**config.mk**
```make
export PLATFORM = sky130hd
export DESIGN_NAME = scer_regs_flat
export DESIGN_NICKNAME = d
export VERILOG_FILES = /design/src/shared/scer_pkg.sv /design/src/shared/scer_link_if.sv /design/src/logic/scer_regs.sv /design/src/flat_wrapper.sv
export SDC_FILE = /design/constraint.sdc
export NUM_CORES = 1
export LEC_CHECK = 0
export ABC_AREA = 1
export ABC_CLOCK_PERIOD_IN_PS = 900
export CORE_UTILIZATION = 53
export CTS_CLUSTER_DIAMETER = 80
export DETAILED_ROUTE_END_ITERATION = 8
export DONT_BUFFER_PORTS = 1
export PLACE_DENSITY = 0.68
export SLEW_MARGIN = 30
export SYNTH_ARGS = -nofsm -noshare
export SYNTH_HDL_FRONTEND = slang
export SYNTH_SLANG_ARGS = --single-unit
```
**constraint.sdc**
```tcl
create_clock -name mclk -period 0.9 [get_ports mclk]
set_clock_uncertainty 0.1 [all_clocks]
set_input_delay 0.09 -clock mclk [delete_from_list [all_inputs] [get_ports mclk]]
set_output_delay 0.09 -clock mclk [all_outputs]
set_load 0.05 [all_outputs]
```
**src/shared/scer_pkg.sv**
```systemverilog
// constants shared by both ends of the exception control register link
// assumes one 40 MHz processor clock and word-wide register accesses
`default_nettype none
package scer_pkg;
    // --------------------------------------------------------------
    // register offsets inside the system control space
    // --------------------------------------------------------------
    localparam logic [11:0] SCER_OFS_STATE = 12'hD04; // interrupt_control_state
    localparam logic [11:0] SCER_OFS_RESET = 12'hD0C; // keyed_reset_control
    localparam logic [11:0] SCER_OFS_SLEEP = 12'hD10; // sleep_control

    // --------------------------------------------------------------
    // interrupt_control_state fields
    // --------------------------------------------------------------
    localparam int SCER_NMI_SET_BIT   = 31;
    localparam int SCER_DSV_SET_BIT   = 28;
    localparam int SCER_DSV_CLR_BIT   = 27;
    localparam int SCER_TICK_SET_BIT  = 26;
    localparam int SCER_TICK_CLR_BIT  = 25;
    localparam int SCER_ANY_PEND_BIT  = 22;
    localparam int SCER_HIPEND_LSB    = 12;
    localparam int SCER_ACTIVE_LSB    = 0;
    localparam int SCER_EXC_W         = 6;
    localparam logic [5:0] SCER_IRQ_BASE = 6'h10; // first peripheral line

    // --------------------------------------------------------------
    // keyed_reset_control and sleep_control fields
    // --------------------------------------------------------------
    localparam int SCER_KEY_LSB        = 16;
    localparam logic [15:0] SCER_KEY_WRITE = 16'h05FA;
    localparam logic [15:0] SCER_KEY_READ  = 16'hFA05;
    localparam int SCER_BYTE_ORDER_BIT = 15;
    localparam logic SCER_BYTE_ORDER   = 1'b0;   // little-endian
    localparam int SCER_SYSRST_BIT     = 2;
    localparam int SCER_DBGCLR_BIT     = 1;
    localparam int SCER_WAKE_ANY_BIT   = 4;
    localparam int SCER_DEEP_BIT       = 2;
    localparam int SCER_SLEEP_RET_BIT  = 1;

    // --------------------------------------------------------------
    // reset values and timing
    // --------------------------------------------------------------
    localparam logic [31:0] SCER_RST_WORD = 32'h0000_0000;
    localparam int SCER_ACK_CYCLES = 1; // request edge to ack
endpackage : scer_pkg
`default_nettype wire

```
**src/shared/scer_link_if.sv**
```systemverilog
// link between the exception control registers and the processor core
// assumes both ends run on the same clock and reset
`timescale 1ns/1ps
`default_nettype none
interface scer_link_if
(
    input wire logic mclk, // processor clock
    input wire logic rst   // asynchronous reset, active high
);
    // register access: strobes, address and write data core to registers, read data and ack back
    logic        reg_wr;
    logic        reg_rd;
    logic [11:0] reg_addr;
    logic [31:0] reg_wdata;
    logic [31:0] reg_rdata;
    logic        reg_ack;
    // exception state, core to registers
    logic        nmi_entry;
    logic        dsv_entry;
    logic        tick_entry;
    logic        tick_event;
    logic [5:0]  active_exception_number;
    logic [5:0]  highest_pending_number;
    logic        irq_pending;
    logic        irq_new_enabled;
    logic        irq_new_any;
    logic        event_in;
    logic        ret_to_thread;
    // pending and power requests, registers to core
    logic        nmi_pending;
    logic        dsv_pending;
    logic        tick_pending;
    logic        system_reset_request;
    logic        wake_req;
    logic        sleep_req;

    modport dev
    (
        input  mclk, rst, reg_wr, reg_rd, reg_addr, reg_wdata,
        input  nmi_entry, dsv_entry, tick_entry, tick_event,
        input  active_exception_number, highest_pending_number,
        input  irq_pending, irq_new_enabled, irq_new_any, event_in,
        input  ret_to_thread,
        output reg_rdata, reg_ack, nmi_pending, dsv_pending,
        output tick_pending, system_reset_request, wake_req, sleep_req
    );
    modport core
    (
        input  mclk, rst, reg_rdata, reg_ack, nmi_pending, dsv_pending,
        input  tick_pending, system_reset_request, wake_req, sleep_req,
        output reg_wr, reg_rd, reg_addr, reg_wdata,
        output nmi_entry, dsv_entry, tick_entry, tick_event,
        output active_exception_number, highest_pending_number,
        output irq_pending, irq_new_enabled, irq_new_any, event_in,
        output ret_to_thread
    );
endinterface : scer_link_if
`default_nettype wire

```
**src/logic/scer_regs.sv**
```systemverilog
// exception state, keyed reset and sleep control registers
// assumes the core issues word accesses, one at a time, on the link
`timescale 1ns/1ps
`default_nettype none
module scer_regs
(
    scer_link_if.dev link // register and exception link to the core
);
    import scer_pkg::*;

    // --------------------------------------------------------------
    // access decode
    // --------------------------------------------------------------
    logic        wr_state;
    logic        wr_reset;
    logic        wr_sleep;
    logic        key_ok;
    logic [31:0] wd;

    assign wd       = link.reg_wdata;
    assign wr_state = link.reg_wr && (link.reg_addr == SCER_OFS_STATE);
    assign wr_sleep = link.reg_wr && (link.reg_addr == SCER_OFS_SLEEP);
    // the whole write is dropped unless the upper halfword holds the key
    assign key_ok   = (wd[31:16] == SCER_KEY_WRITE);
    assign wr_reset = link.reg_wr && (link.reg_addr == SCER_OFS_RESET)
                      && key_ok;

    // --------------------------------------------------------------
    // pending flags
    // --------------------------------------------------------------
    logic nmi_pend_ff;
    logic dsv_pend_ff;
    logic tick_pend_ff;
    logic nxt_nmi_pend;
    logic nxt_dsv_pend;
    logic nxt_tick_pend;

    // a set in the same cycle as a clear wins, so no request is lost
    always_comb
    begin
        nxt_nmi_pend = nmi_pend_ff;
        if (link.nmi_entry)
            nxt_nmi_pend = 1'b0;
        if (wr_state && wd[SCER_NMI_SET_BIT])
            nxt_nmi_pend = 1'b1;

        nxt_dsv_pend = dsv_pend_ff;
        if (link.dsv_entry)
            nxt_dsv_pend = 1'b0;
        if (wr_state && wd[SCER_DSV_CLR_BIT])
            nxt_dsv_pend = 1'b0;
        // software set is the only source of this pending state
        if (wr_state && wd[SCER_DSV_SET_BIT])
            nxt_dsv_pend = 1'b1;

        nxt_tick_pend = tick_pend_ff;
        if (link.tick_entry)
            nxt_tick_pend = 1'b0;
        if (wr_state && wd[SCER_TICK_CLR_BIT])
            nxt_tick_pend = 1'b0;
        if ((wr_state && wd[SCER_TICK_SET_BIT]) || link.tick_event)
            nxt_tick_pend = 1'b1;
    end

    // flags update on the write edge, so the core sees them next cycle
    always_ff @(posedge link.mclk or posedge link.rst)
    begin
        if (link.rst)
        begin
            nmi_pend_ff  <= 1'b0;
            dsv_pend_ff  <= 1'b0;
            tick_pend_ff <= 1'b0;
        end
        else
        begin
            nmi_pend_ff  <= nxt_nmi_pend;
            dsv_pend_ff  <= nxt_dsv_pend;
            tick_pend_ff <= nxt_tick_pend;
        end
    end

    // --------------------------------------------------------------
    // reset request and sleep configuration
    // --------------------------------------------------------------
    logic sysrst_ff;
    logic wake_any_ff;
    logic sleep_ret_ff;

    // reset request is a one-cycle pulse; the bit itself never stores
    always_ff @(posedge link.mclk or posedge link.rst)
    begin
        if (link.rst)
            sysrst_ff <= 1'b0;
        else
            sysrst_ff <= wr_reset && wd[SCER_SYSRST_BIT];
    end

    // only two sleep bits hold state; deep sleep is not implemented
    always_ff @(posedge link.mclk or posedge link.rst)
    begin
        if (link.rst)
        begin
            wake_any_ff  <= 1'b0;
            sleep_ret_ff <= 1'b0;
        end
        else if (wr_sleep)
        begin
            wake_any_ff  <= wd[SCER_WAKE_ANY_BIT];
            sleep_ret_ff <= wd[SCER_SLEEP_RET_BIT];
        end
    end

    // --------------------------------------------------------------
    // wake and sleep requests to the core
    // --------------------------------------------------------------
    logic wake_ff;
    logic sleep_ff;

    // disabled interrupts only wake the core when wake-on-any is set
    always_ff @(posedge link.mclk or posedge link.rst)
    begin
        if (link.rst)
            wake_ff <= 1'b0;
        else
            wake_ff <= link.irq_new_enabled || link.event_in
                       || (wake_any_ff && link.irq_new_any);
    end

    // sleep is asked for in the cycle after the handler return, for one cycle
    always_ff @(posedge link.mclk or posedge link.rst)
    begin
        if (link.rst)
            sleep_ff <= 1'b0;
        else
            sleep_ff <= link.ret_to_thread && sleep_ret_ff;
    end

    // --------------------------------------------------------------
    // read data
    // --------------------------------------------------------------
    // compose the state word; write-only and reserved bits read zero
    function automatic logic [31:0] scer_state_word
    (
        input logic       nmi,
        input logic       dsv,
        input logic       tick,
        input logic       anyp,
        input logic [5:0] hip,
        input logic [5:0] act
    );
        logic [31:0] w;
        w = SCER_RST_WORD;
        w[SCER_NMI_SET_BIT]  = nmi;
        w[SCER_DSV_SET_BIT]  = dsv;
        w[SCER_TICK_SET_BIT] = tick;
        w[SCER_ANY_PEND_BIT] = anyp;
        w[SCER_HIPEND_LSB +: SCER_EXC_W] = hip;
        w[SCER_ACTIVE_LSB +: SCER_EXC_W] = act;
        return w;
    endfunction : scer_state_word

    logic [31:0] nxt_rdata;

    always_comb
    begin
        nxt_rdata = SCER_RST_WORD;
        case (link.reg_addr)
            SCER_OFS_STATE:
                nxt_rdata = scer_state_word(nmi_pend_ff, dsv_pend_ff,
                    tick_pend_ff, link.irq_pending,
                    link.highest_pending_number,
                    link.active_exception_number);
            SCER_OFS_RESET:
            begin
                nxt_rdata[31:16] = SCER_KEY_READ;
                nxt_rdata[SCER_BYTE_ORDER_BIT] = SCER_BYTE_ORDER;
                nxt_rdata[SCER_SYSRST_BIT] = 1'b0;
                nxt_rdata[SCER_DBGCLR_BIT] = 1'b0;
            end
            SCER_OFS_SLEEP:
            begin
                nxt_rdata[SCER_WAKE_ANY_BIT]  = wake_any_ff;
                nxt_rdata[SCER_DEEP_BIT]      = 1'b0;
                nxt_rdata[SCER_SLEEP_RET_BIT] = sleep_ret_ff;
            end
            default:
                nxt_rdata = SCER_RST_WORD;
        endcase
    end

    logic [31:0] rdata_ff;
    logic        ack_ff;

    // every access, mapped or not, is answered one cycle later
    always_ff @(posedge link.mclk or posedge link.rst)
    begin
        if (link.rst)
        begin
            rdata_ff <= SCER_RST_WORD;
            ack_ff   <= 1'b0;
        end
        else
        begin
            ack_ff <= link.reg_wr || link.reg_rd;
            if (link.reg_rd)
                rdata_ff <= nxt_rdata;
        end
    end

    // --------------------------------------------------------------
    // outputs
    // --------------------------------------------------------------
    assign link.reg_rdata            = rdata_ff;
    assign link.reg_ack              = ack_ff;
    assign link.nmi_pending          = nmi_pend_ff;
    assign link.dsv_pending          = dsv_pend_ff;
    assign link.tick_pending         = tick_pend_ff;
    assign link.system_reset_request = sysrst_ff;
    assign link.wake_req             = wake_ff;
    assign link.sleep_req            = sleep_ff;
endmodule : scer_regs
`default_nettype wire

```
**src/flat_wrapper.sv**
```systemverilog
// flat-port wrapper written by rule: the top's interface ports become plain ports
module scer_regs_flat import scer_pkg::*;
  (mclk, rst, link_reg_wr, link_reg_rd, link_reg_addr, link_reg_wdata, link_nmi_entry, link_dsv_entry, link_tick_entry, link_tick_event, link_active_exception_number, link_highest_pending_number, link_irq_pending, link_irq_new_enabled, link_irq_new_any, link_event_in, link_ret_to_thread, link_reg_rdata, link_reg_ack, link_nmi_pending, link_dsv_pending, link_tick_pending, link_system_reset_request, link_wake_req, link_sleep_req);
  scer_link_if link_i (.mclk(mclk), .rst(rst));
  input wire logic mclk;
  input wire logic rst;
  input wire logic [$bits(link_i.reg_wr)-1:0] link_reg_wr;
  input wire logic [$bits(link_i.reg_rd)-1:0] link_reg_rd;
  input wire logic [$bits(link_i.reg_addr)-1:0] link_reg_addr;
  input wire logic [$bits(link_i.reg_wdata)-1:0] link_reg_wdata;
  input wire logic [$bits(link_i.nmi_entry)-1:0] link_nmi_entry;
  input wire logic [$bits(link_i.dsv_entry)-1:0] link_dsv_entry;
  input wire logic [$bits(link_i.tick_entry)-1:0] link_tick_entry;
  input wire logic [$bits(link_i.tick_event)-1:0] link_tick_event;
  input wire logic [$bits(link_i.active_exception_number)-1:0] link_active_exception_number;
  input wire logic [$bits(link_i.highest_pending_number)-1:0] link_highest_pending_number;
  input wire logic [$bits(link_i.irq_pending)-1:0] link_irq_pending;
  input wire logic [$bits(link_i.irq_new_enabled)-1:0] link_irq_new_enabled;
  input wire logic [$bits(link_i.irq_new_any)-1:0] link_irq_new_any;
  input wire logic [$bits(link_i.event_in)-1:0] link_event_in;
  input wire logic [$bits(link_i.ret_to_thread)-1:0] link_ret_to_thread;
  output wire logic [$bits(link_i.reg_rdata)-1:0] link_reg_rdata;
  output wire logic [$bits(link_i.reg_ack)-1:0] link_reg_ack;
  output wire logic [$bits(link_i.nmi_pending)-1:0] link_nmi_pending;
  output wire logic [$bits(link_i.dsv_pending)-1:0] link_dsv_pending;
  output wire logic [$bits(link_i.tick_pending)-1:0] link_tick_pending;
  output wire logic [$bits(link_i.system_reset_request)-1:0] link_system_reset_request;
  output wire logic [$bits(link_i.wake_req)-1:0] link_wake_req;
  output wire logic [$bits(link_i.sleep_req)-1:0] link_sleep_req;
  assign link_i.reg_wr = link_reg_wr;
  assign link_i.reg_rd = link_reg_rd;
  assign link_i.reg_addr = link_reg_addr;
  assign link_i.reg_wdata = link_reg_wdata;
  assign link_i.nmi_entry = link_nmi_entry;
  assign link_i.dsv_entry = link_dsv_entry;
  assign link_i.tick_entry = link_tick_entry;
  assign link_i.tick_event = link_tick_event;
  assign link_i.active_exception_number = link_active_exception_number;
  assign link_i.highest_pending_number = link_highest_pending_number;
  assign link_i.irq_pending = link_irq_pending;
  assign link_i.irq_new_enabled = link_irq_new_enabled;
  assign link_i.irq_new_any = link_irq_new_any;
  assign link_i.event_in = link_event_in;
  assign link_i.ret_to_thread = link_ret_to_thread;
  assign link_reg_rdata = link_i.reg_rdata;
  assign link_reg_ack = link_i.reg_ack;
  assign link_nmi_pending = link_i.nmi_pending;
  assign link_dsv_pending = link_i.dsv_pending;
  assign link_tick_pending = link_i.tick_pending;
  assign link_system_reset_request = link_i.system_reset_request;
  assign link_wake_req = link_i.wake_req;
  assign link_sleep_req = link_i.sleep_req;
  scer_regs u_core (.link(link_i));
endmodule
```
==> results by group <==
Clocking
  – Num CTS Buffers: 3
  – Clock slew at reported path FFs: 160 ps
  – Clk sinks: 26
  – CTS tree: done
  – CTS root buf: clkbuf_4
  – Insertion delay to the later sink of the worst-skew pair: 350 ps
  – Cts hold-fix bufs: 35
  – Longest Clk Path Bufs: 2
  – H-tree depth: 1

Power
  – Clock share of power: approximately 34%
  – Combinational share of power: 18.8%
  – Switching portion of total power: 28.25%
  – Pwr/cell area: roughly 1100 nW/um2
  – Internal: 1.804 mW
  – Total Power: 2.515 mW
  – VDD IR-drop max: 0.001133 V
  – Sequential share of power: 47.2%
  – Pleak: 1.151 nW
  – Net Switching: slightly above 0.7 mW

Logic synthesis
  – Synth Area per Inst: between 7 and 8 um2
  – Post-synth ARST share: 100.0%
  – Syn Inst Count: 181
  – Most instantiated library cell after synthesis: nand2_1
  – Yosys warns: 0
  – Top FF cell, synth: dfrtp_1
  – Largest cells by area after synthesis: dfrtp_1 (46%), nand2_1 (16%), buf_4 (8.9%)
  – FF+latch count, synth: 26
  – Distinct cells, synth: 20
  – Post-synth top area share: 45.53%
  – Sequential fraction of the synthesis area: 45.53%
  – Synth area leader: dfrtp_1
  – Number of synthesized flops with an enable pin: 0
  – Synth Cell Area: 1429 um2
  – Post-synth top cells: nand2_1 (61), dfrtp_1 (26), buf_4 (17), inv_1 (17), nand3_1 (12)

STA
  – Final Hold Viols: 4
  – Final Cycle Share: 145.3%
  – F_max: ~760 MHz
  – Worst slew pin tran: 544.0 ps
  – Setup ws final: -407.8 ps
  – Final setup vio count: 38
  – Final setup TNS: -8595 ps
  – Fin. max-slew vios: 0
  – Slew HR: 63.73%
  – Post-layout min period: ~1300 ps
  – RSZ-0062 raised after global routing: true
  – Hold_ws: -191.7 ps

Cells and area
  – N_diodes: 0
  – Share of cells above drive strength 1: 39.68%
  – # nets final: 322
  – Finished Core Util: 94.10%
  – Area grow syn2layout: 66.11%

Global routing
  – Vias in the first global route: 1666
  – Initial antenna violation count: 1
  – GR Overflow Total: 0
  – Largest net degree at the start of global routing: 20
  – First-pass GRT wire length: 7.590 mm
  – Total track usage: about two fifths

Setup path
  – CP Class: reg -> out
  – Worst path slowest cell: dfrtp_4
  – CP max FO: 5
  – CP cell instances: buf_12
  – Req. time, crit path: 710 ps
  – Worst Path Arrival: 1120 ps
  – Count of buffer and inverter cells on the critical path: 1
  – Nature of the critical path startpoint: register
  – Cell family with most CP delay: flip-flops
  – Delay of the slowest critical-path stage: 530 ps
  – CP endpoint kind: output pin

Detailed routing
  – Drc violations: 0
  – DR vias: about 1700
  – ANT nets after route: 0
  – Vias/cell: 5.982
  – Wirelength, routed: 5.782 mm
  – Pre-Repair DR Iteration Count: 4
  – Drt initial violations: 75
  – WL per Instance: 20.50 um

Placement
  – Number of buffers added on ports: 0
  – GPL Wtd Cong: approximately 0.76
  – HPWL after DPL: about 2.4 mm

Die
  – Initial Utilization: between 50 and 60%
  – Die Y: 53.92 um
  – Io pins: 108
  – Cell Rows: 18
  – Die X: between 50 and 60 um
  – Core footprint: 2522 um2
  – Die Area: roughly 2900 um2

Status
  – Outcome: complete, but fails checks
  – Failing checks: negative hold slack, negative setup slack

Run
  – Max-Cap Viols: 0

Hold path
  – Tightest Hold Check Type: in -> reg
## kinds of logic (layout without fill, tap and decap cells)
family                 after synthesis  after routing  synth area share, %
AND/OR/NAND/NOR                    101            101                31.00
AO/OA/AOI/OAI                       15             15                8.143
flip-flops                          26             26                45.53
buffers and inverters               38             99                15.06
other                                1             11               0.2624
## placed cells by master (no fill, tap or decap), drive strengths merged
| cell type | netlist | final |
|---|---|---|
| nand2 | 63 | 63 |
| buf | 19 | 44 |
| dlygate4sd3 | 0 | 31 |
| dfrtp | 26 | 26 |
| inv | 17 | 18 |
| nor2 | 15 | 15 |
| o21ai | 14 | 14 |
| nand3 | 12 | 12 |
| conb | 1 | 11 |
| nand4 | 7 | 7 |
| clkbuf | 1 | 3 |
| nor3 | 3 | 3 |
| dlymetal6s4s | 0 | 2 |
| nor4 | 1 | 1 |
| a211o | 1 | 1 |
| bufinv | 0 | 1 |
## routing by layer
metal,global-route usage [%],share of wire (%),vias to the layer above
met3,6.780,10,41
li1,-,-,691
met1,42.29,31,783
met2,67.70,52,170
met5,0,0.22,-
met4,25.00,6.2,2
## final cells by class
class,instances,area [um2]
Timing Repair Buffer,77,874.6
Sequential cell,26,678.2
Multi-Input combinational cell,127,660.6
Fill cell,77,148.9
Inverter,18,70.07
Tap cell,30,37.54
Clock inverter,1,30.03
Clock buffer,3,22.52
## power groups by stage
stage / registers, mW / logic [mW] / clock network, mW
after floorplan: 1.23 / 0.246 / 0
after global placement: 1.21 / 0.280 / 0
after detailed placement: 1.21 / 0.284 / 0
after CTS: 1.18 / 0.428 / 0.826
after global routing: 1.19 / 0.498 / 0.897
final: 1.19 / 0.473 / 0.856
## registers in the layout (all words and copies together) (netlist names)
register                          count
u_core.link.reg_rdata                17
u_core.sleep_ret_ff                   1
u_core.link.sleep_req                 1
u_core.link.dsv_pending               1
u_core.link.tick_pending              1
u_core.link.reg_ack                   1
u_core.link.nmi_pending               1
u_core.link.system_reset_request      1
u_core.wake_any_ff                    1
u_core.link.wake_req                  1
## final timing paths
check,to,cells past startpoint,start,slack [ps]
worst max-delay path,link_reg_rdata[25],1,u_core.link.reg_rdata[30],-410
worst min-delay path,u_core.link.system_reset_request,3,link_reg_wdata[29],-190
worst max register to register,u_core.link.reg_rdata[31],5,u_core.link.nmi_pending,-140
worst min register to register,u_core.link.reg_rdata[22],2,u_core.link.reg_rdata[22],440
max in group asynchronous,u_core.link.system_reset_request,3,rst,340
min in group asynchronous,u_core.link.reg_rdata[17],2,rst,-70
## timing repair
item	in CTS	in global routing
buffers inserted	5	5
endpoints found under the hold margin	52	4
pin swaps	2	8
resized for setup	18	18
setup endpoints to repair	28	55
## stage by stage
step / std cells / cell area (um2) / worst slack [ps] / hold WS, ps
after floorplan: 191 / 1540 / -48.93 / 28.71
after global placement: 236 / 1808 / -73.94 / -240.7
after detailed placement: 236 / 1808 / -97.58 / -235.8
after CTS: 280 / 2312 / -383.9 / -195.8
after global routing: 282 / 2374 / -428.9 / -174.5
final: 282 / 2374 / -407.8 / -191.7
(Power assumes the default switching activity.)
